## config.mk

```make
export PLATFORM = sky130hd
export DESIGN_NAME = fpio_top
export DESIGN_NICKNAME = d
export VERILOG_FILES = /design/src/inc/fpio_pkg.sv /design/src/rtl/fpio_pin_slice.sv /design/src/rtl/fpio_top.sv
export VERILOG_INCLUDE_DIRS = /design/src /design/src/inc
export SDC_FILE = /design/constraint.sdc
export NUM_CORES = 1
export LEC_CHECK = 0
export ABC_AREA = 1
export ABC_CLOCK_PERIOD_IN_PS = 3500
export BUFFER_PORTS_ARGS = -buffer_cell sky130_fd_sc_hd__buf_2
export CORE_ASPECT_RATIO = 1.75
export CORE_UTILIZATION = 60
export CTS_BUF_LIST = sky130_fd_sc_hd__clkbuf_8
export DETAILED_ROUTE_END_ITERATION = 10
export PLACE_DENSITY = 0.93
export SETUP_SLACK_MARGIN = 0.05
export SLEW_MARGIN = 20
export SYNTH_ARGS = -nofsm -noshare
export SYNTH_HDL_FRONTEND = slang
export SYNTH_HIERARCHICAL = 1
export SYNTH_SLANG_ARGS = --single-unit
```

## constraint.sdc

```tcl
create_clock -name sys_clk_in -period 3.5 [get_ports sys_clk_in]
set_clock_uncertainty 0.15 [all_clocks]
set_input_delay 0.35 -clock sys_clk_in [delete_from_list [all_inputs] [get_ports sys_clk_in]]
set_output_delay 0.35 -clock sys_clk_in [all_outputs]
set_load 0.1 [all_outputs]
```

## src/inc/fpio_regs.svh

```systemverilog
/*
  Register offsets, field positions and reset values for the four-port I/O
  block. Assumes it is included by bare name with the inc folder on the path.
*/
`ifndef FPIO_REGS_SVH
`define FPIO_REGS_SVH

`define FPIO_ADDR_PORTA    8'h00
`define FPIO_ADDR_PORTB    8'h01
`define FPIO_ADDR_PORTC    8'h02
`define FPIO_ADDR_PORTD    8'h03
`define FPIO_ADDR_DIRA     8'h04
`define FPIO_ADDR_DIRB     8'h05
`define FPIO_ADDR_DIRC     8'h06
`define FPIO_ADDR_CLKCTL   8'h07
`define FPIO_ADDR_ADCTL    8'h09
`define FPIO_CLKOUT_BIT    3
`define FPIO_CONV_ON_BIT   5
`define FPIO_CLK_PIN       2
`define FPIO_CLKCTL_MASK   8'h0f
`define FPIO_ADCTL_MASK    8'hef
`define FPIO_RST_BYTE      8'h00
`define FPIO_LATCH_INIT    8'h00

`endif

```

## src/inc/fpio_pkg.sv

```systemverilog
/*
  Types shared by the four-port I/O block.
  Assumes nothing of its surroundings.
*/
package fpio_pkg;
  typedef logic [7:0] fpio_byte_type;
endpackage : fpio_pkg

```

## src/rtl/fpio_pin_slice.sv

```systemverilog
/*
  One bidirectional eight-bit port: output latch, direction register,
  effective direction and read-back selection.
  Assumes synchronous pin inputs and a plain one-cycle register bus.
*/
`timescale 1ns/100ps
`default_nettype none
`include "fpio_regs.svh"

module fpio_pin_slice
  import fpio_pkg::*;
#(
  parameter int WIDTH = 8
)
(
  input  wire logic             sys_clk_in,
  input  wire logic             rst_n_in,
  input  wire logic             data_wr_in,
  input  wire logic             dir_wr_in,
  input  wire logic [WIDTH-1:0] wdata_in,
  input  wire logic [WIDTH-1:0] force_dir_in,
  input  wire logic [WIDTH-1:0] pin_in,
  output logic      [WIDTH-1:0] latch_out,
  output logic      [WIDTH-1:0] dir_out,
  output logic      [WIDTH-1:0] eff_dir_out,
  output logic      [WIDTH-1:0] rd_data_out
);
  // ************************************************************
  // Latch and direction state
  // ************************************************************
  logic [WIDTH-1:0] latch_ff;
  logic [WIDTH-1:0] nxt_latch;
  logic [WIDTH-1:0] dir_ff;
  logic [WIDTH-1:0] nxt_dir;

  // Next values of the latch and the direction register.
  always_comb
  begin
    nxt_latch = latch_ff;
    nxt_dir   = dir_ff;
    if (data_wr_in)
    begin
      nxt_latch = wdata_in;
    end
    if (dir_wr_in)
    begin
      nxt_dir = wdata_in;
    end
  end

  // The latch has no reset: reset leaves its contents as they were.
  always_ff @(posedge sys_clk_in)
  begin
    latch_ff <= nxt_latch;
  end

  // Direction clears on reset so every pin starts as an input.
  always_ff @(posedge sys_clk_in or negedge rst_n_in)
  begin
    if (!rst_n_in)
      dir_ff <= `FPIO_RST_BYTE;
    else
      dir_ff <= nxt_dir;
  end

  // Read-back picks the latch for outputs and the pin for inputs.
  wire [WIDTH-1:0] eff_dir_w;
  wire [WIDTH-1:0] rd_data_w;
  genvar i;
  generate
    for (i = 0; i < WIDTH; i++)
    begin : g_bit
      assign eff_dir_w[i] = dir_ff[i] | force_dir_in[i];
      assign rd_data_w[i] = eff_dir_w[i] ? latch_ff[i] : pin_in[i];
    end
  endgenerate

  assign latch_out   = latch_ff;
  assign dir_out     = dir_ff;
  assign eff_dir_out = eff_dir_w;
  assign rd_data_out = rd_data_w;
endmodule : fpio_pin_slice
`default_nettype wire

```

## src/rtl/fpio_top.sv

```systemverilog
/*
  Four-port general-purpose I/O with a clock output on port C pin two.
  Assumes a single 200 MHz clock, pin inputs synchronous to it, and a
  plain register port with read data one cycle after the read strobe.
*/
// The plain strobed port is this design's own decision.
`timescale 1ns/100ps
`default_nettype none
`include "fpio_regs.svh"

module fpio_top
  import fpio_pkg::*;
#(
  parameter int WIDTH = 8,
  parameter int CLK_DIV = 2
)
(
  input  wire logic                 sys_clk_in,
  input  wire logic                 rst_n_in,
  input  wire fpio_pkg::fpio_byte_type addr_in,
  input  wire fpio_pkg::fpio_byte_type wdata_in,
  input  wire logic                 wr_in,
  input  wire logic                 rd_in,
  output var fpio_pkg::fpio_byte_type rdata_out,
  input  wire logic [WIDTH-1:0]     port_a_pin_in,
  output logic      [WIDTH-1:0]     port_a_pin_out,
  output logic      [WIDTH-1:0]     port_a_pin_oe_n_out,
  input  wire logic [WIDTH-1:0]     port_b_pin_in,
  output logic      [WIDTH-1:0]     port_b_pin_out,
  output logic      [WIDTH-1:0]     port_b_pin_oe_n_out,
  input  wire logic [WIDTH-1:0]     port_c_pin_in,
  output logic      [WIDTH-1:0]     port_c_pin_out,
  output logic      [WIDTH-1:0]     port_c_pin_oe_n_out,
  input  wire logic [WIDTH-1:0]     shared_input_pins_in,
  output logic                      converter_on_out,
  output logic                      internal_phase_clock_out
);
  // ************************************************************
  // Register strobes
  // ************************************************************
  logic [2:0] data_wr;
  logic [2:0] dir_wr;
  logic [WIDTH-1:0] latch   [3];
  logic [WIDTH-1:0] dir     [3];
  logic [WIDTH-1:0] eff_dir [3];
  logic [WIDTH-1:0] rd_val  [3];
  logic [WIDTH-1:0] force_c;
  logic [WIDTH-1:0] pins    [3];

  // Decode single-cycle writes to data and direction registers.
  always_comb
  begin
    data_wr = 3'h0;
    dir_wr  = 3'h0;
    if (wr_in && addr_in == `FPIO_ADDR_PORTA)
      data_wr[0] = 1'b1;
    else if (wr_in && addr_in == `FPIO_ADDR_PORTB)
      data_wr[1] = 1'b1;
    else if (wr_in && addr_in == `FPIO_ADDR_PORTC)
      data_wr[2] = 1'b1;
    else if (wr_in && addr_in == `FPIO_ADDR_DIRA)
      dir_wr[0] = 1'b1;
    else if (wr_in && addr_in == `FPIO_ADDR_DIRB)
      dir_wr[1] = 1'b1;
    else if (wr_in && addr_in == `FPIO_ADDR_DIRC)
      dir_wr[2] = 1'b1;
  end

  // ************************************************************
  // Control registers
  // ************************************************************
  logic [3:0] clkctl_ff;
  logic [3:0] nxt_clkctl;
  fpio_byte_type adctl_ff;
  fpio_byte_type nxt_adctl;

  // Next control values; no stop or wait input touches them.
  always_comb
  begin
    nxt_clkctl = clkctl_ff;
    nxt_adctl  = adctl_ff;
    if (wr_in && addr_in == `FPIO_ADDR_CLKCTL)
      nxt_clkctl = wdata_in[3:0];
    if (wr_in && addr_in == `FPIO_ADDR_ADCTL)
      nxt_adctl = wdata_in & `FPIO_ADCTL_MASK;
  end

  // Both control registers clear on reset.
  always_ff @(posedge sys_clk_in or negedge rst_n_in)
  begin
    if (!rst_n_in)
    begin
      clkctl_ff <= 4'h0;
      adctl_ff  <= `FPIO_RST_BYTE;
    end
    else
    begin
      clkctl_ff <= nxt_clkctl;
      adctl_ff  <= nxt_adctl;
    end
  end

  logic clk_en;
  assign clk_en = clkctl_ff[`FPIO_CLKOUT_BIT];

  // ************************************************************
  // Ports A, B and C
  // ************************************************************
  assign pins[0] = port_a_pin_in;
  assign pins[1] = port_b_pin_in;
  assign pins[2] = port_c_pin_in;

  // Clock output forces the direction of port C pin two only.
  always_comb
  begin
    force_c = '0;
    force_c[`FPIO_CLK_PIN] = clk_en;
  end

  genvar p;
  generate
    for (p = 0; p < 3; p++)
    begin : g_port
      fpio_pin_slice #(.WIDTH(WIDTH)) u_slice (
        .sys_clk_in   (sys_clk_in),
        .rst_n_in     (rst_n_in),
        .data_wr_in   (data_wr[p]),
        .dir_wr_in    (dir_wr[p]),
        .wdata_in     (wdata_in),
        .force_dir_in ((p == 2) ? force_c : '0),
        .pin_in       (pins[p]),
        .latch_out    (latch[p]),
        .dir_out      (dir[p]),
        .eff_dir_out  (eff_dir[p]),
        .rd_data_out  (rd_val[p])
      );
    end
  endgenerate

  // ************************************************************
  // Internal clock divider
  // ************************************************************
  logic [7:0] div_ff;
  logic [7:0] nxt_div;
  logic       phase_ff;
  logic       nxt_phase;

  // Divides the system clock to a phase clock by enable pulses.
  always_comb
  begin
    nxt_div   = div_ff + 8'h01;
    nxt_phase = phase_ff;
    if (div_ff == 8'(CLK_DIV - 1))
    begin
      nxt_div   = 8'h00;
      nxt_phase = ~phase_ff;
    end
  end

  // Divider state clears on reset.
  always_ff @(posedge sys_clk_in or negedge rst_n_in)
  begin
    if (!rst_n_in)
    begin
      div_ff   <= 8'h00;
      phase_ff <= 1'b0;
    end
    else
    begin
      div_ff   <= nxt_div;
      phase_ff <= nxt_phase;
    end
  end

  // ************************************************************
  // Pin drive
  // ************************************************************
  fpio_byte_type    nxt_c_out;
  logic [WIDTH-1:0] nxt_force_c;

  // Port C pin two follows the clock-out bit from the very edge that changes it,
  // so the pin never drives a stale latch bit or lingers as an output.
  always_comb
  begin
    nxt_force_c                = '0;
    nxt_force_c[`FPIO_CLK_PIN] = nxt_clkctl[`FPIO_CLKOUT_BIT];
    nxt_c_out                  = data_wr[2] ? wdata_in : latch[2];
    if (nxt_force_c[`FPIO_CLK_PIN])
      nxt_c_out[`FPIO_CLK_PIN] = nxt_phase;
  end

  // Outputs registered; drive follows a write on the next edge.
  always_ff @(posedge sys_clk_in or negedge rst_n_in)
  begin
    if (!rst_n_in)
    begin
      port_a_pin_out           <= `FPIO_LATCH_INIT;
      port_b_pin_out           <= `FPIO_LATCH_INIT;
      port_c_pin_out           <= `FPIO_LATCH_INIT;
      port_a_pin_oe_n_out      <= ~`FPIO_RST_BYTE;
      port_b_pin_oe_n_out      <= ~`FPIO_RST_BYTE;
      port_c_pin_oe_n_out      <= ~`FPIO_RST_BYTE;
      converter_on_out         <= 1'b0;
      internal_phase_clock_out <= 1'b0;
    end
    else
    begin
      port_a_pin_out           <= data_wr[0] ? wdata_in : latch[0];
      port_b_pin_out           <= data_wr[1] ? wdata_in : latch[1];
      port_c_pin_out           <= nxt_c_out;
      port_a_pin_oe_n_out      <= ~(dir_wr[0] ? wdata_in : dir[0]);
      port_b_pin_oe_n_out      <= ~(dir_wr[1] ? wdata_in : dir[1]);
      port_c_pin_oe_n_out      <= ~((dir_wr[2] ? wdata_in : dir[2]) | nxt_force_c);
      converter_on_out         <= nxt_adctl[`FPIO_CONV_ON_BIT];
      internal_phase_clock_out <= nxt_phase;
    end
  end

  // ************************************************************
  // Read path
  // ************************************************************
  fpio_byte_type nxt_rdata;

  // Read mux; unmapped addresses return zero.
  always_comb
  begin
    nxt_rdata = `FPIO_RST_BYTE;
    if (addr_in == `FPIO_ADDR_PORTA)
      nxt_rdata = rd_val[0];
    else if (addr_in == `FPIO_ADDR_PORTB)
      nxt_rdata = rd_val[1];
    else if (addr_in == `FPIO_ADDR_PORTC)
      nxt_rdata = rd_val[2];
    else if (addr_in == `FPIO_ADDR_PORTD)
      nxt_rdata = shared_input_pins_in;
    else if (addr_in == `FPIO_ADDR_DIRA)
      nxt_rdata = dir[0];
    else if (addr_in == `FPIO_ADDR_DIRB)
      nxt_rdata = dir[1];
    else if (addr_in == `FPIO_ADDR_DIRC)
      nxt_rdata = dir[2];
    else if (addr_in == `FPIO_ADDR_CLKCTL)
      nxt_rdata = {4'h0, clkctl_ff} & `FPIO_CLKCTL_MASK;
    else if (addr_in == `FPIO_ADDR_ADCTL)
      nxt_rdata = adctl_ff;
  end

  // Read data stand for one cycle after the strobe, zero otherwise.
  always_ff @(posedge sys_clk_in or negedge rst_n_in)
  begin
    if (!rst_n_in)
      rdata_out <= `FPIO_RST_BYTE;
    else
      rdata_out <= rd_in ? nxt_rdata : `FPIO_RST_BYTE;
  end
endmodule : fpio_top
`default_nettype wire

```

# Yosys cells after proc, flatten, opt, wreduce, memory -nomap -nowiden
# Cells that the tools add are included.
# totals
regBits	124
in_bits	52
out_inout_bits	58
word_cells	102
# classes
add_sub_neg	1
eq_ne	9
mux	58
bitwise	6
reduce_logical	9
# op_table
operator	n
8-bit two-way mux	17
1-bit two-way mux	34
8-bit by 3-bit equality test with 1-bit output, second input constant	4
8-bit inverter	3
8-bit by 1-bit equality test with 1-bit output, second input constant	2
8-bit by 2-bit equality test with 1-bit output, second input constant	2
3-bit two-way mux	3
8-bit by 1-bit adder with 8-bit output, second input constant	1
8-bit by 4-bit equality test with 1-bit output, second input constant	1
1-bit logical AND	8
8-bit logical NOT	1
8-bit by 3-bit bitwise OR with 8-bit output	1
6-bit two-way mux	1
2-bit two-way mux	2
4-bit two-way mux	1
1-bit inverter	1
1-bit bitwise OR	1

# Logic depth before layout (Yosys ltp)
# logic_depth
ltp_word	11
mapped_depth	12
ltp_nobuf	11

# Cells and area by module
# Netlist, hierarchy kept.
# modules_own_cells
module	instances	cells_each	area_each_um2	seq_area_each_um2
fpio_top	1	441	3766.1	1931.9
fpio_pin_slice	3	81	711.9	440.4

# Least setup slack after synthesis
# Ideal clock, no wire load.
# synth_timing
kind	input -> register
start	in addr_in[7]
end	reg g_port[1].u_slice.latch_ff[0] (enable)
setup_ns	0.324
arrival_ns	1.388
required_time_ns	3.026
path_slack_ns	1.638
stages	8
path_buffers	1
cell_sequence	nor2_2 nand2_4 clkinv_2 nand2_8 nor2_8 nand2_2 buf_2 inv_1
# synth_between
elab_chain_len	5
word_cells_on_any_way	7
classes_between	1 x eq/ne; 3 x mux; 3 x reduce/logical
# synth_lines
item	line	rtl
start: declaration	fpio_top.sv:20	input wire fpio_pkg::fpio_byte_type addr_in,
8-bit by 1-bit equality test with 1-bit output (no line)	--	
1-bit logical AND (no line)	--	
1-bit two-way mux	fpio_top.sv:57	else if (wr_in && addr_in == `FPIO_ADDR_PORTB)
2-bit two-way mux (*)	fpio_top.sv:55	if (wr_in && addr_in == `FPIO_ADDR_PORTA)
net data_wr[1]	fpio_top.sv:41	logic [2:0] data_wr;
8-bit two-way mux (*)	--	
end signal: assignment	fpio_pin_slice.sv:54	latch_ff <= nxt_latch;
end: declaration	fpio_pin_slice.sv:31	logic [WIDTH-1:0] latch_ff;
# The timed path passes the listed nets; every way through them passes the cells marked *.
# A chain may end at the register's enable or synchronous reset.

# Worst setup path in the final report
# layout_timing
start	in addr_in[7]
end	reg g_port[0].u_slice.dir_ff[5]
# layout_between
elab_chain_len	7
word_cells_on_any_way	13
classes_between	3 x eq/ne; 5 x mux; 5 x reduce/logical
# layout_lines
item	line	rtl
8-bit by 3-bit equality test with 1-bit output (no line)	--	
1-bit logical AND (no line)	--	
1-bit two-way mux	fpio_top.sv:61	else if (wr_in && addr_in == `FPIO_ADDR_DIRA)
3-bit two-way mux	fpio_top.sv:59	else if (wr_in && addr_in == `FPIO_ADDR_PORTC)
3-bit two-way mux	fpio_top.sv:57	
3-bit two-way mux (*)	fpio_top.sv:55	
net dir_wr[0]	fpio_top.sv:42	logic [2:0] dir_wr;
8-bit two-way mux (*)	--	
end signal: assignment	fpio_pin_slice.sv:61	dir_ff <= `FPIO_RST_BYTE;
end signal: assignment	fpio_pin_slice.sv:63	dir_ff <= nxt_dir;
end: declaration	fpio_pin_slice.sv:33	logic [WIDTH-1:0] dir_ff;
# Marks and branches as above.

==> results.cfg <==
[drt]
routed-wl-met2_mm = 8.43
met1_length_mm = 5.54
ant_nets = 0
drc = 0
dr_wl_met3_mm = 1.04
routed_via_density = 5.31
firstDrtPassIters = 7
avgRoutedWirePerCell_um = 16.7
first_iter_violations = 413
vias = 5094
top_layer = met4
finalWirelength_mm = 16.0

[setup_path]
criticalPathCategory = primary input to flip-flop
crit_arrival_ps = 2200
worstPathRequired_ps = 3620
startpoint_type = primary input
reg2reg_from = div_ff[1]$_DFF_PN0_
path_cells = buf_2 > nor2_2 > nand2_4 > nor2_2 > nand2_1 > nor3_2 > o21ai_0
r2r_slack_ps = 1800
cpMaxStageDelayCell = nor3_2
cp_common_cell = nor2_2
cp_max_fo = 18
reg2reg_to = port_c_pin_out[2]$_DFF_PN0_
cp_slowest_stage_delay_ps = 740
critPathCaptureType = flip-flop
rr_worst_depth = 6

[sta]
period_share_pct = 59.3
fin_ws_ps = 1430
grt_setup_unrepaired = no
tns_ps = 0
hold_viol = 0
tightest_slew_ps = 834
min_period_ps = 2070
max_freq_mhz = 482
hold-worst-slack_ps = 74.0
relSlewSlack_pct = 44.1
finalSetupViolations = 0
slew_violations = 0

[cells_and_area]
fin_util_pct = 74.7
antenna_cells = 0
syn_to_final_growth_pct = 21.0
finish.net_count = 878
drive_gt1_share_pct = 24.3

[logic_synthesis]
netlist_instances = 660
synth_area_per_cell_um2 = 8.81
syn-cell-area_um2 = 5810
yosys_warnings = 6

[grt]
grt_pass1_vias = 5136
grt_use_total_pct = 33.8
grt_pass1_wl_mm = 25.2
grt_start_max_net_pins = 41
antenna_found_initial = 0
overflow = 0

[floorplanning]
die_y_um = 132
die_x_um = 76.4
coreArea_um2 = 9410
fp-row-count = 47
ios = 110
dieArea_um2 = 10100
initial_utilization_pct = 61.8

[clock_tree]
clock_latency_ps = 440
clk_pin_slew_ps = 70
cts_root_buffer = clkbuf_8
cts_max_level = 4
cts_tree = yes
clock-sinks = 124
cts-buffers-inserted = 17
ctsLongestPathBuffers = 2

[power]
p_per_area_nw_per_um2 = 474
p_leak_uw = 0.00369
ir_drop_mv = 0.360
total_power_uw = 3330

[place]
portBuffers = 109
gp_congestion = 0.966
dp_hpwl_mm = 11.9
dp_slack_ps = 1000

[worst_hold_path]
hold_path_class = primary input to flip-flop
hold_path_startpoint = wdata_in[4]
holdPathEnd = g_port[2].u_slice/latch_out[4]$_DFFE_PP_
hold_path_depth = 1

[run]
maxCapViolCount = 0

[run_status]
status = finished, final reports clean
-- critical path: cells and delay by family --
family,cells,cell delay [ps]
AOI/OAI and AO/OA,1,260
buffers and inverters,1,100
and+or+nand+nor,5,1480
-- metal layers --
metal,up-vias,global-route usage (%)
li1,2395,-
met1,2359,36.3
met4,0,21.6
met3,71,7.34
met2,269,59.4
met5,-,0
-- timing repair --
| action | in CTS | in global routing |
|---|---|---|
| hold buffers | 1 | 0 |
| resized for setup | 0 | 0 |
| buffers inserted | 0 | 0 |
| hold endpoints to repair | 33 | 0 |
-- worst max path at each step --
| stage | startpoint | end | slack (ps) | depth (start not counted) |
|---|---|---|---|---|
| after floorplan | addr_in[7] | g_port[1].u_slice/latch_out[0]$_DFFE_PP_ | 1640 | 8 |
| after global placement | addr_in[7] | port_c_pin_out[2]$_DFF_PN0_ | 1140 | 11 |
| after detailed placement | addr_in[5] | g_port[0].u_slice/dir_out[5]$_DFFE_PN0P_ | 1000 | 7 |
| after CTS | addr_in[7] | g_port[0].u_slice/dir_out[2]$_DFFE_PN0P_ | 1460 | 7 |
| after global routing | addr_in[7] | g_port[0].u_slice/dir_out[2]$_DFFE_PN0P_ | 1230 | 7 |
| final | addr_in[7] | g_port[0].u_slice/dir_out[5]$_DFFE_PN0P_ | 1430 | 7 |
-- layout by cell type, fill, tap and decap left out, drive strengths merged --
master and instances:
nand2 204, o21ai 113, buf 111, inv 80, dfrtp 76, nor2 66
conb 46, edfxtp 24, dfstp 24, nand3 20, clkbuf 18, a21oi 10
nor3 9, clkinv 8, nand4 5, nand3b 4, o211ai 4, bufinv 4
xor2 3, clkinvlp 3, ha 2, or2 1, xnor2 1, dlygate4sd3 1
-- power by group --
part	leakage, uW	internal (uW)	switching, uW	total [uW]
Combinational	0.00213	75.1	341	416
Sequential	0.00135	1540	41.4	1580
Clock	0.000208	781	552	1330
-- cell type report --
type | count | area, um^2
Sequential cell | 124 | 3250
Fill cell | 706 | 2380
Multi-Input combinational cell | 488 | 2320
Timing Repair Buffer | 112 | 573
Inverter | 81 | 310
Clock buffer | 18 | 248
Clock inverter | 14 | 176
Tap cell | 122 | 153
-- per-stage QoR --
step	std cells	area (um^2)
6_report	959	7030
5_1_grt	959	7030
4_1_cts	959	7030
3_5_place_dp	926	6600
3_3_place_gp	926	6600
2_1_floorplan	705	5980
(Power assumes the default switching activity.)
